File: src/verilog/dma_ctrl_regs.vh
// Register indices, field positions, reset values for the DMA pointer block
`ifndef DMA_CTRL_REGS_VH
`define DMA_CTRL_REGS_VH

// Controller register indices (byte address is four times the index)
`define IDX_CTRL 6'h00
`define IDX_IRQ_MASK 6'h01
`define IDX_IRQ_FLAGS 6'h03
`define IDX_STATE 6'h04
`define IDX_TEMP_LO 6'h06
`define IDX_TEMP_HI 6'h07
`define IDX_CH0_BASE 6'h10
`define IDX_CH1_BASE 6'h20
`define IDX_RSVD_BASE 6'h30

// Channel register offsets within a channel block
`define CH_CTRLA 4'h0
`define CH_ADDR_CTRL 4'h2
`define CH_CNT_LO 4'h4
`define CH_CNT_HI 4'h5
`define CH_BLOCK_REPEAT_COUNTER 4'h6
`define CH_SRC0 4'h8
`define CH_SRC1 4'h9
`define CH_SRC2 4'ha
`define CH_DST0 4'hc
`define CH_DST1 4'hd
`define CH_DST2 4'he

// Field positions
`define CTRL_ENABLE_BIT 7
`define CTRLA_ENABLE_BIT 7
`define CTRLA_REPEAT_BIT 5
`define SRC_MODE_LSB 4
`define DST_MODE_LSB 0
`define FLAG_DONE0_BIT 0
`define FLAG_ERR0_BIT 4
`define STATE_WAIT0_BIT 0
`define STATE_ACTIVE0_BIT 4
`define FLAG_MASK 8'h33

// Step mode codes
`define STEP_FIXED 2'b00
`define STEP_INC 2'b01
`define STEP_DEC 2'b10

// Reset values
`define RST_BYTE 8'h00
`define RST_CNT 16'h0001
`define RST_BLOCK_REPEAT_COUNTER 8'h00
`define RST_PTR 24'h000000

// Bus answers
`define RESP_OKAY 2'b00
`define RESP_SLVERR 2'b10

`endif

File: src/verilog/dma_chan_ptr.v
// Per-channel byte count, repeat counter and address pointers
`timescale 1ns/1ns

module dma_chan_ptr (
    // Clock and reset
    input wire clk,
    input wire rst_n,
    input wire ce,
    // Configuration
    input wire run,
    input wire repeat_mode,
    input wire [1:0] src_mode,
    input wire [1:0] dst_mode,
    // Transfer progress
    input wire byte_read,
    input wire byte_written,
    // Software loads
    input wire cnt_load,
    input wire [15:0] cnt_val,
    input wire rep_load,
    input wire [7:0] rep_val,
    input wire src_load,
    input wire dst_load,
    input wire [23:0] ptr_val,
    // State
    output reg [23:0] src_ptr_ff,
    output reg [23:0] dst_ptr_ff,
    output reg [15:0] count_ff,
    output reg [7:0] block_repeat_counter_ff,
    output reg block_done_ff,
    output reg trans_done_ff
);

`include "dma_ctrl_regs.vh"

reg [15:0] reload_ff;
wire last_byte;

assign last_byte = run & byte_read & ~cnt_load & (count_ff == 16'h0001);

function [23:0] step;
    input [23:0] ptr;
    input [1:0] mode;
    begin
        case (mode)
            `STEP_INC: step = ptr + 24'h000001;
            `STEP_DEC: step = ptr - 24'h000001;
            // Reserved code behaves as fixed so a bad setting cannot run away
            default: step = ptr;
        endcase
    end
endfunction

always @(posedge clk or negedge rst_n) begin
    if (!rst_n) begin
        src_ptr_ff <= `RST_PTR;
        dst_ptr_ff <= `RST_PTR;
        count_ff <= `RST_CNT;
        reload_ff <= `RST_CNT;
        block_repeat_counter_ff <= `RST_BLOCK_REPEAT_COUNTER;
        block_done_ff <= 1'b0;
        trans_done_ff <= 1'b0;
    end else if (ce) begin
        if (cnt_load) begin
            count_ff <= cnt_val;
            reload_ff <= cnt_val;
        end else if (run && byte_read) begin
            if (last_byte) begin
                count_ff <= reload_ff;
            end else begin
                count_ff <= count_ff - 16'h0001;
            end
        end
        if (rep_load) begin
            block_repeat_counter_ff <= rep_val;
        end else if (last_byte && block_repeat_counter_ff != 8'h00) begin
            block_repeat_counter_ff <= block_repeat_counter_ff - 8'h01;
        end
        block_done_ff <= last_byte;
        // Zero repeat count in repeat mode never ends the transaction
        trans_done_ff <= last_byte &
            (~repeat_mode | (block_repeat_counter_ff == 8'h01));
        if (src_load) begin
            src_ptr_ff <= ptr_val;
        end else if (run && byte_read) begin
            src_ptr_ff <= step(src_ptr_ff, src_mode);
        end
        if (dst_load) begin
            dst_ptr_ff <= ptr_val;
        end else if (run && byte_written) begin
            dst_ptr_ff <= step(dst_ptr_ff, dst_mode);
        end
    end
end

endmodule // dma_chan_ptr

File: src/verilog/dma_ptr_ctrl.v
// Two-channel DMA pointer and repeat block with AXI4-Lite registers
`timescale 1ns/1ns

module dma_ptr_ctrl (
    // Clock, reset, enable
    input wire CORE_CLK,
    input wire RST_N,
    input wire CLK_EN,
    // AXI4-Lite write address and data
    input wire AWVALID,
    output wire AWREADY,
    input wire [7:0] AWADDR,
    input wire [2:0] AWPROT,
    input wire WVALID,
    output wire WREADY,
    input wire [31:0] WDATA,
    input wire [3:0] WSTRB,
    // AXI4-Lite write response
    output wire BVALID,
    input wire BREADY,
    output wire [1:0] BRESP,
    // AXI4-Lite read
    input wire ARVALID,
    output wire ARREADY,
    input wire [7:0] ARADDR,
    input wire [2:0] ARPROT,
    output wire RVALID,
    input wire RREADY,
    output wire [31:0] RDATA,
    output wire [1:0] RRESP,
    // Channel progress from the transfer engine
    input wire [1:0] BYTE_READ,
    input wire [1:0] BYTE_WRITTEN,
    input wire [1:0] BUS_ERR,
    input wire [1:0] TRIGGER_REQ,
    // Channel state
    output wire [23:0] CH0_SRC_PTR,
    output wire [23:0] CH0_DST_PTR,
    output wire [23:0] CH1_SRC_PTR,
    output wire [23:0] CH1_DST_PTR,
    output wire [1:0] CH_ACTIVE,
    output wire [1:0] BLOCK_DONE,
    // Interrupt
    output wire IRQ
);

`include "dma_ctrl_regs.vh"

// Bus slave state
reg awready_ff, wready_ff, bvalid_ff, arready_ff, rvalid_ff;
reg aw_full_ff, w_full_ff;
reg [5:0] aw_idx_ff;
reg [7:0] w_byte_ff;
reg w_lane_ff;
reg [1:0] bresp_ff, rresp_ff;
reg [7:0] rdata_ff;

// Controller registers
reg [7:0] ctrl_ff, mask_ff, flags_ff, temp_lo_ff, temp_hi_ff;
reg irq_ff;
reg [7:0] nxt_flags;

// Per-channel state gathered from the generate loop
wire [47:0] src_all, dst_all;
wire [31:0] cnt_all;
wire [15:0] rep_all, ctrla_all, addr_ctrl_all;
wire [1:0] active, blk_done, trn_done;

wire do_write;
wire wr_en;
wire ar_take;
wire wr_ok;
wire rd_ok;
wire [3:0] wr_off;
wire [3:0] rd_off;
wire [5:0] rd_idx;
reg [7:0] rd_byte;
reg [2:0] rd_ch;

assign do_write = aw_full_ff & w_full_ff & ~bvalid_ff;
assign wr_ok = idx_mapped(aw_idx_ff);
assign wr_en = do_write & w_lane_ff & wr_ok;
assign wr_off = aw_idx_ff[3:0];
assign ar_take = ARVALID & arready_ff;
assign rd_idx = ARADDR[7:2];
assign rd_off = rd_idx[3:0];
assign rd_ok = idx_mapped(rd_idx);

function idx_mapped;
    input [5:0] idx;
    begin
        if (idx[5:4] == 2'b00) begin
            case (idx[3:0])
                4'h0, 4'h1, 4'h3, 4'h4, 4'h6, 4'h7: idx_mapped = 1'b1;
                default: idx_mapped = 1'b0;
            endcase
        end else if (idx < `IDX_RSVD_BASE) begin
            case (idx[3:0])
                `CH_CTRLA, `CH_ADDR_CTRL, `CH_CNT_LO, `CH_CNT_HI,
                `CH_BLOCK_REPEAT_COUNTER, `CH_SRC0, `CH_SRC1, `CH_SRC2,
                `CH_DST0, `CH_DST1, `CH_DST2: idx_mapped = 1'b1;
                default: idx_mapped = 1'b0;
            endcase
        end else begin
            idx_mapped = 1'b0;
        end
    end
endfunction

// Write: address and data taken in either order, answer two cycles after both
always @(posedge CORE_CLK or negedge RST_N) begin
    if (!RST_N) begin
        awready_ff <= 1'b1;
        wready_ff <= 1'b1;
        aw_full_ff <= 1'b0;
        w_full_ff <= 1'b0;
        bvalid_ff <= 1'b0;
        bresp_ff <= `RESP_OKAY;
        aw_idx_ff <= 6'h00;
        w_byte_ff <= 8'h00;
        w_lane_ff <= 1'b0;
    end else if (CLK_EN) begin
        if (AWVALID && awready_ff) begin
            aw_full_ff <= 1'b1;
            awready_ff <= 1'b0;
            aw_idx_ff <= AWADDR[7:2];
        end
        if (WVALID && wready_ff) begin
            w_full_ff <= 1'b1;
            wready_ff <= 1'b0;
            w_byte_ff <= WDATA[7:0];
            w_lane_ff <= WSTRB[0];
        end
        if (do_write) begin
            aw_full_ff <= 1'b0;
            w_full_ff <= 1'b0;
            bvalid_ff <= 1'b1;
            bresp_ff <= wr_ok ? `RESP_OKAY : `RESP_SLVERR;
        end else if (bvalid_ff && BREADY) begin
            bvalid_ff <= 1'b0;
            awready_ff <= 1'b1;
            wready_ff <= 1'b1;
        end
    end
end

// Channel-level write strobes
wire [1:0] wr_ch;
assign wr_ch[0] = wr_en & (aw_idx_ff[5:4] == `IDX_CH0_BASE >> 4);
assign wr_ch[1] = wr_en & (aw_idx_ff[5:4] == `IDX_CH1_BASE >> 4);
wire wr_ctl = wr_en & (aw_idx_ff[5:4] == 2'b00);
wire [23:0] ptr_val = {w_byte_ff, temp_hi_ff, temp_lo_ff};
wire [15:0] cnt_val = {w_byte_ff, temp_lo_ff};

genvar g;
generate
    for (g = 0; g < 2; g = g + 1) begin : chan
        reg [7:0] ctrla_ff;
        reg [7:0] addr_ctrl_ff;
        wire run;
        wire wr_here;
        assign wr_here = wr_ch[g];
        assign run = ctrla_ff[`CTRLA_ENABLE_BIT] & ctrl_ff[`CTRL_ENABLE_BIT];
        assign ctrla_all[8*g +: 8] = ctrla_ff;
        assign addr_ctrl_all[8*g +: 8] = addr_ctrl_ff;
        assign active[g] = ctrla_ff[`CTRLA_ENABLE_BIT];

        always @(posedge CORE_CLK or negedge RST_N) begin
            if (!RST_N) begin
                ctrla_ff <= `RST_BYTE;
                addr_ctrl_ff <= `RST_BYTE;
            end else if (CLK_EN) begin
                // A fresh software start wins over an ending transaction
                if (wr_here && wr_off == `CH_CTRLA) begin
                    ctrla_ff <= w_byte_ff;
                end else if (trn_done[g] || BUS_ERR[g]) begin
                    ctrla_ff[`CTRLA_ENABLE_BIT] <= 1'b0;
                end
                if (wr_here && wr_off == `CH_ADDR_CTRL &&
                        !ctrla_ff[`CTRLA_ENABLE_BIT]) begin
                    addr_ctrl_ff <= w_byte_ff;
                end
            end
        end

        dma_chan_ptr u_ptr (
            .clk(CORE_CLK),
            .rst_n(RST_N),
            .ce(CLK_EN),
            .run(run),
            .repeat_mode(ctrla_ff[`CTRLA_REPEAT_BIT]),
            .src_mode(addr_ctrl_ff[`SRC_MODE_LSB +: 2]),
            .dst_mode(addr_ctrl_ff[`DST_MODE_LSB +: 2]),
            .byte_read(BYTE_READ[g]),
            .byte_written(BYTE_WRITTEN[g]),
            .cnt_load(wr_here && wr_off == `CH_CNT_HI),
            .cnt_val(cnt_val),
            .rep_load(wr_here && wr_off == `CH_BLOCK_REPEAT_COUNTER),
            .rep_val(w_byte_ff),
            .src_load(wr_here && wr_off == `CH_SRC2),
            .dst_load(wr_here && wr_off == `CH_DST2),
            .ptr_val(ptr_val),
            .src_ptr_ff(src_all[24*g +: 24]),
            .dst_ptr_ff(dst_all[24*g +: 24]),
            .count_ff(cnt_all[16*g +: 16]),
            .block_repeat_counter_ff(rep_all[8*g +: 8]),
            .block_done_ff(blk_done[g]),
            .trans_done_ff(trn_done[g])
        );
    end
endgenerate

// Read data selection
always @* begin
    rd_ch = 3'd0;
    rd_byte = 8'h00;
    if (rd_idx[5:4] == `IDX_CH1_BASE >> 4) begin
        rd_ch = 3'd1;
    end
    if (rd_idx[5:4] == 2'b00) begin
        case (rd_off)
            4'h0: rd_byte = ctrl_ff;
            4'h1: rd_byte = mask_ff;
            4'h3: rd_byte = flags_ff;
            4'h4: rd_byte = {2'b00, active, 2'b00, active & TRIGGER_REQ};
            4'h6: rd_byte = temp_lo_ff;
            4'h7: rd_byte = temp_hi_ff;
            default: rd_byte = 8'h00;
        endcase
    end else if (rd_ok) begin
        case (rd_off)
            `CH_CTRLA: rd_byte = ctrla_all[8*rd_ch +: 8];
            `CH_ADDR_CTRL: rd_byte = addr_ctrl_all[8*rd_ch +: 8];
            `CH_CNT_LO: rd_byte = cnt_all[16*rd_ch +: 8];
            `CH_BLOCK_REPEAT_COUNTER: rd_byte = rep_all[8*rd_ch +: 8];
            `CH_SRC0: rd_byte = src_all[24*rd_ch +: 8];
            `CH_DST0: rd_byte = dst_all[24*rd_ch +: 8];
            // Upper bytes come from staging, latched by the low-byte read
            `CH_CNT_HI, `CH_SRC1, `CH_DST1: rd_byte = temp_lo_ff;
            `CH_SRC2, `CH_DST2: rd_byte = temp_hi_ff;
            default: rd_byte = 8'h00;
        endcase
    end
end

// Read channel: answer one cycle after the address is taken
always @(posedge CORE_CLK or negedge RST_N) begin
    if (!RST_N) begin
        arready_ff <= 1'b1;
        rvalid_ff <= 1'b0;
        rdata_ff <= 8'h00;
        rresp_ff <= `RESP_OKAY;
    end else if (CLK_EN) begin
        if (ar_take) begin
            arready_ff <= 1'b0;
            rvalid_ff <= 1'b1;
            rdata_ff <= rd_byte;
            rresp_ff <= rd_ok ? `RESP_OKAY : `RESP_SLVERR;
        end else if (rvalid_ff && RREADY) begin
            rvalid_ff <= 1'b0;
            arready_ff <= 1'b1;
        end
    end
end

// Staging registers shared by all multi-byte registers
always @(posedge CORE_CLK or negedge RST_N) begin
    if (!RST_N) begin
        temp_lo_ff <= `RST_BYTE;
        temp_hi_ff <= `RST_BYTE;
    end else if (CLK_EN) begin
        // Writes take priority over a read latch of the same staging byte in that cycle
        if (wr_ctl && wr_off == `IDX_TEMP_LO) begin
            temp_lo_ff <= w_byte_ff;
        end else if (wr_ch != 2'b00 && (wr_off == `CH_SRC0 ||
                wr_off == `CH_DST0 || wr_off == `CH_CNT_LO)) begin
            temp_lo_ff <= w_byte_ff;
        end else if (ar_take && rd_ok && rd_idx[5:4] != 2'b00) begin
            if (rd_off == `CH_SRC0) begin
                temp_lo_ff <= src_all[24*rd_ch + 8 +: 8];
                temp_hi_ff <= src_all[24*rd_ch + 16 +: 8];
            end else if (rd_off == `CH_DST0) begin
                temp_lo_ff <= dst_all[24*rd_ch + 8 +: 8];
                temp_hi_ff <= dst_all[24*rd_ch + 16 +: 8];
            end else if (rd_off == `CH_CNT_LO) begin
                temp_lo_ff <= cnt_all[16*rd_ch + 8 +: 8];
            end
        end
        if (wr_ctl && wr_off == `IDX_TEMP_HI) begin
            temp_hi_ff <= w_byte_ff;
        end else if (wr_ch != 2'b00 && (wr_off == `CH_SRC1 ||
                wr_off == `CH_DST1)) begin
            temp_hi_ff <= w_byte_ff;
        end
    end
end

// Controller control, mask, sticky flags and interrupt
always @* begin
    nxt_flags = flags_ff;
    if (wr_ctl && wr_off == `IDX_IRQ_FLAGS) begin
        nxt_flags = flags_ff & ~w_byte_ff;
    end
    // Hardware events win over a clear in the same cycle
    nxt_flags = nxt_flags | {2'b00, BUS_ERR & active, 2'b00, trn_done};
    nxt_flags = nxt_flags & `FLAG_MASK;
end

always @(posedge CORE_CLK or negedge RST_N) begin
    if (!RST_N) begin
        ctrl_ff <= `RST_BYTE;
        mask_ff <= `RST_BYTE;
        flags_ff <= `RST_BYTE;
        irq_ff <= 1'b0;
    end else if (CLK_EN) begin
        if (wr_ctl && wr_off == `IDX_CTRL) begin
            ctrl_ff <= w_byte_ff;
        end
        if (wr_ctl && wr_off == `IDX_IRQ_MASK) begin
            mask_ff <= w_byte_ff & `FLAG_MASK;
        end
        flags_ff <= nxt_flags;
        irq_ff <= |(nxt_flags & mask_ff);
    end
end

assign AWREADY = awready_ff;
assign WREADY = wready_ff;
assign BVALID = bvalid_ff;
assign BRESP = bresp_ff;
assign ARREADY = arready_ff;
assign RVALID = rvalid_ff;
assign RDATA = {24'h000000, rdata_ff};
assign RRESP = rresp_ff;
assign CH0_SRC_PTR = src_all[23:0];
assign CH1_SRC_PTR = src_all[47:24];
assign CH0_DST_PTR = dst_all[23:0];
assign CH1_DST_PTR = dst_all[47:24];
assign CH_ACTIVE = active;
assign BLOCK_DONE = blk_done;
assign IRQ = irq_ff;

endmodule // dma_ptr_ctrl

File: config.mk
export PLATFORM = sky130hd
export DESIGN_NAME = dma_ptr_ctrl
export DESIGN_NICKNAME = d
export VERILOG_FILES = /design/src/verilog/dma_chan_ptr.v /design/src/verilog/dma_ptr_ctrl.v
export VERILOG_INCLUDE_DIRS = /design/src /design/src/verilog
export SDC_FILE = /design/constraint.sdc
export NUM_CORES = 1
export LEC_CHECK = 0
export BUFFER_PORTS_ARGS = -buffer_cell sky130_fd_sc_hd__buf_4
export CAP_MARGIN = 20
export CORE_MARGIN = 1
export CORE_UTILIZATION = 30
export CTS_CLUSTER_DIAMETER = 200
export DETAILED_ROUTE_END_ITERATION = 8
export MAX_ROUTING_LAYER = met4
export PLACE_DENSITY_LB_ADDON = 0.12
export SYNTH_ARGS = -nofsm -noshare
export SYNTH_HDL_FRONTEND = slang
export SYNTH_HIERARCHICAL = 1
export SYNTH_SLANG_ARGS = --single-unit
File: constraint.sdc
create_clock -name CORE_CLK -period 5 [get_ports CORE_CLK]
set_clock_uncertainty 0.15 [all_clocks]
set_input_delay 1 -clock CORE_CLK [delete_from_list [all_inputs] [get_ports CORE_CLK]]
set_output_delay 1 -clock CORE_CLK [all_outputs]
set_load 0.05 [all_outputs]
==> key figures <==
Outcome
  • Outcome: completed

Route
  • First-iteration detailed-routing DRC count: 2006
  • Vias per std cell: 5.947
  • Detailed Route WL: 88.13 mm
  • Routed Antenna Nets: 0
  • Drt first pass iters: 9
  • Drc violations: 0
  • Avg WL per Cell: 26.15 um
  • Vias: 20040

Worst setup path
  • Critical path startpoint category: register
  • Worst EP required: 5.35 ns
  • Crit path max-delay family: simple AND/OR/NAND/NOR gates
  • CP Max Fanout: 22
  • CP max stage delay: 0.57 ns
  • Crit end category: register
  • Critical setup path kind: reg2reg
  • WP buf/inv: 2
  • Slowest CP cell: dfrtp_1
  • Crit-path cells: o21bai_1 > a21oi_1 > o221ai_1 > or3_1 > nor2_4 > inv_1 > o21ai_0 > nand2_1 > buf_4 > or4_1 > nand4_1
  • Critical path arrival: 4.28 ns

Die
  • Row cnt: 95
  • IO Pins: 216
  • Die height: 264.2 um
  • Core footprint: 67630 um2
  • Die area: 69800 um2
  • Die X: 264.2 um
  • Initial core utilization: 30.49%

Placed design
  • Detail Placement HPWL: 62.42 mm
  • GPL Wtd Cong: 0.9220
  • DP Area: 22220 um2
  • Port Buf Inserts: 152

Synthesis
  • Number of flops mapped to enable cells by yosys: 0
  • Synth Cell Area: 20620 um2
  • Seq/Total Area, Yosys: 33.65%
  • Cells after Synth: 2436
  • Syn Area/Cell: 8.467 um2
  • Seq cells post-synth: 277
  • Warnings, synthesis: 6
  • Fraction of registers with async set/reset: 100.0%
  • Main synth FF type: dfrtp_1
  • Yosys cell types: 107

STA
  • Rel. slew slack: 26.54%
  • Period utilization: 78.58%
  • Fin. max-slew vios: 0
  • Achievable Freq: 254.5 MHz
  • Final setup fails: 0
  • Hold violation count in the final report: 0
  • Unrepaired setup endpoints after global routing: false
  • Min cycle time layout: 3.929 ns
  • Slew @ Worst Pin: 1.092 ns
  • Setup tns final: 0 ns

Finish
  • Final-stage net count: 2551
  • Area delta synth->final: 14.20%
  • Fin area: 23550 um2
  • Most common cell after layout, fill and taps aside: nand2_1
  • Fillers: 6954
  • Most frequent cells in the layout: nand2_1 (288), dfrtp_1 (269), buf_4 (191)
  • Fraction of layout cells with a size suffix above 1: 18.25%
  • Final Util: 34.83%

Global routing
  • Initial antenna violation count: 8
  • Vias in the first global route: 19130
  • Pin count of the biggest net entering global routing: 98
  • Total track usage: 25.69%
  • GRT overflow: 0
  • First-pass GRT wire length: 131.8 mm

Power
  • LEAKAGE: 0.009530 uW
  • Cell area power density: 315.0 nW/um2
  • VDD IR max: 219.6 uV

Clock network
  • Setup Buffers After CTS: 0
  • Reg clk slew, reported paths: 0.05 ns
  • Cts repair resizes: 0
  • Hold-fix buffer count after cts: 0
  • Clk root buf: clkbuf_16
  • CTS sink count: 277
  • CTS Buf Count: 38
  • CTS H-tree lvls: 2
  • Clk Latency, worst-skew pair: 0.58 ns
  • CTS tree: yes
  • Clock Tree Buf Depth: 3

Run
  • Max Cap Viol: 0

Min path
  • Hold crit path type: in2async
## worst paths after layout
check	startpoint	end	slack, ns	cells past startpoint
max	aw_idx_ff[2]$_DFFE_PN0P_	chan[1].u_ptr/dst_ptr_ff[19]$_DFFE_PN0P_	1.07	11
min	RST_N	w_byte_ff[4]$_DFFE_PN0P_	0.28	1
max reg2reg	aw_idx_ff[2]$_DFFE_PN0P_	chan[1].u_ptr/dst_ptr_ff[19]$_DFFE_PN0P_	1.07	11
min reg2reg	chan[0].u_ptr/reload_ff[0]$_DFFE_PN1P_	chan[0].u_ptr/reload_ff[0]$_DFFE_PN1P_	0.32	2
max in group asynchronous	RST_N	chan[1].u_ptr/count_ff[0]$_DFFE_PN1P_	3.51	2
min in group CORE_CLK	chan[0].u_ptr/reload_ff[0]$_DFFE_PN1P_	chan[0].u_ptr/reload_ff[0]$_DFFE_PN1P_	0.32	2
## cells by family after synthesis
family / share of synthesized area, %
other: 0.01818
adders and majority gates: 0.7280
and+or+nand+nor: 25.40
AOI/OAI and AO/OA: 19.44
DFF: 33.65
buffers and inverters: 6.376
muxes: 12.94
xor gates and xnor gates: 1.444
## report_power, final
group	switching, uW	leakage [uW]	total, uW	internal, uW
Sequential	614	0.00357	3050	2430
Clock	1140	0.000643	2920	1780
Combinational	930	0.00532	1450	519
## Yosys cell counts (11+ instances only)
master | count | area [um2]
mux4_2 | 22 | 495.5
nor3_1 | 73 | 365.4
o2bb2ai_1 | 16 | 140.1
mux2_2 | 112 | 1261
buf_6 | 12 | 135.1
clkbuf_1 | 142 | 533.0
or3_1 | 39 | 244.0
and2_1 | 30 | 187.7
o21a_1 | 14 | 105.1
or4_1 | 30 | 225.2
dfrtp_1 | 270 | 6756
o21ai_0 | 173 | 865.8
a2bb2oi_1 | 11 | 96.34
nor4_1 | 58 | 362.9
ha_1 | 12 | 150.1
nand3_1 | 122 | 610.6
buf_4 | 41 | 307.8
o31ai_1 | 11 | 82.58
a211oi_1 | 16 | 120.1
and4_1 | 11 | 96.34
a2111oi_0 | 12 | 105.1
nor2_1 | 183 | 686.9
o211ai_1 | 26 | 195.2
xnor2_1 | 21 | 183.9
nor3b_1 | 12 | 90.09
nand2b_1 | 20 | 125.1
a21oi_1 | 98 | 490.5
xor2_1 | 13 | 113.9
buf_2 | 27 | 135.1
inv_1 | 40 | 150.1
a22oi_1 | 42 | 315.3
a31oi_1 | 26 | 162.7
nand4_1 | 45 | 281.5
o22ai_1 | 16 | 100.1
and3_1 | 29 | 181.4
nor2b_1 | 15 | 93.84
nand3b_1 | 12 | 90.09
nand2_1 | 288 | 1081
mux2i_1 | 78 | 780.8
## metrics by stage
step / worst slack, ns / hold WS, ns / std cells / total power [uW]
after floorplan: 1.377 / 0.2910 / 2461 / 3675
after global placement: 1.087 / 0.3068 / 3295 / 4515
after detailed placement: 1.076 / 0.3129 / 3296 / 4520
after CTS: 1.062 / 0.3278 / 3364 / 7474
after global routing: 0.7227 / 0.3420 / 3370 / 7684
final: 1.071 / 0.2814 / 3370 / 7419
## sequential cells by signal, indices dropped and copies added (netlist names), 8 cells and up
signal                              count
temp_lo_ff                              8
chan.u_ptr/dst_ptr_ff                  48
ctrl_ff                                 8
chan.u_ptr/block_repeat_counter_ff     16
chan.u_ptr/reload_ff                   32
w_byte_ff                               8
chan.u_ptr/count_ff                    32
chan.ctrla_ff                          16
chan.addr_ctrl_ff                      16
chan.u_ptr/src_ptr_ff                  48
rdata_ff                                8
temp_hi_ff                              8
## cell type report
class,count,area (um2),area share (%)
clock buffers,55,1095,4.648
clock inverters,13,212.7,0.9031
well taps,873,1092,4.637
flip-flops and latches,277,6942,29.47
inverters,41,153.9,0.6534
repair buffers,198,1545,6.560
multi-input cells,1909,12500,53.08
diodes,4,10.01,0.04250
## per-layer routing
metal	part of all wire, %	vias to the layer above	GRT usage, %
met4	3.5	0	9.287
li1	-	9126	-
met3	6.0	154	3.104
met5	0	-	-
met2	45	761	38.18
met1	46	10000	35.72
Note: power is estimated with default switching activity, not from simulation.
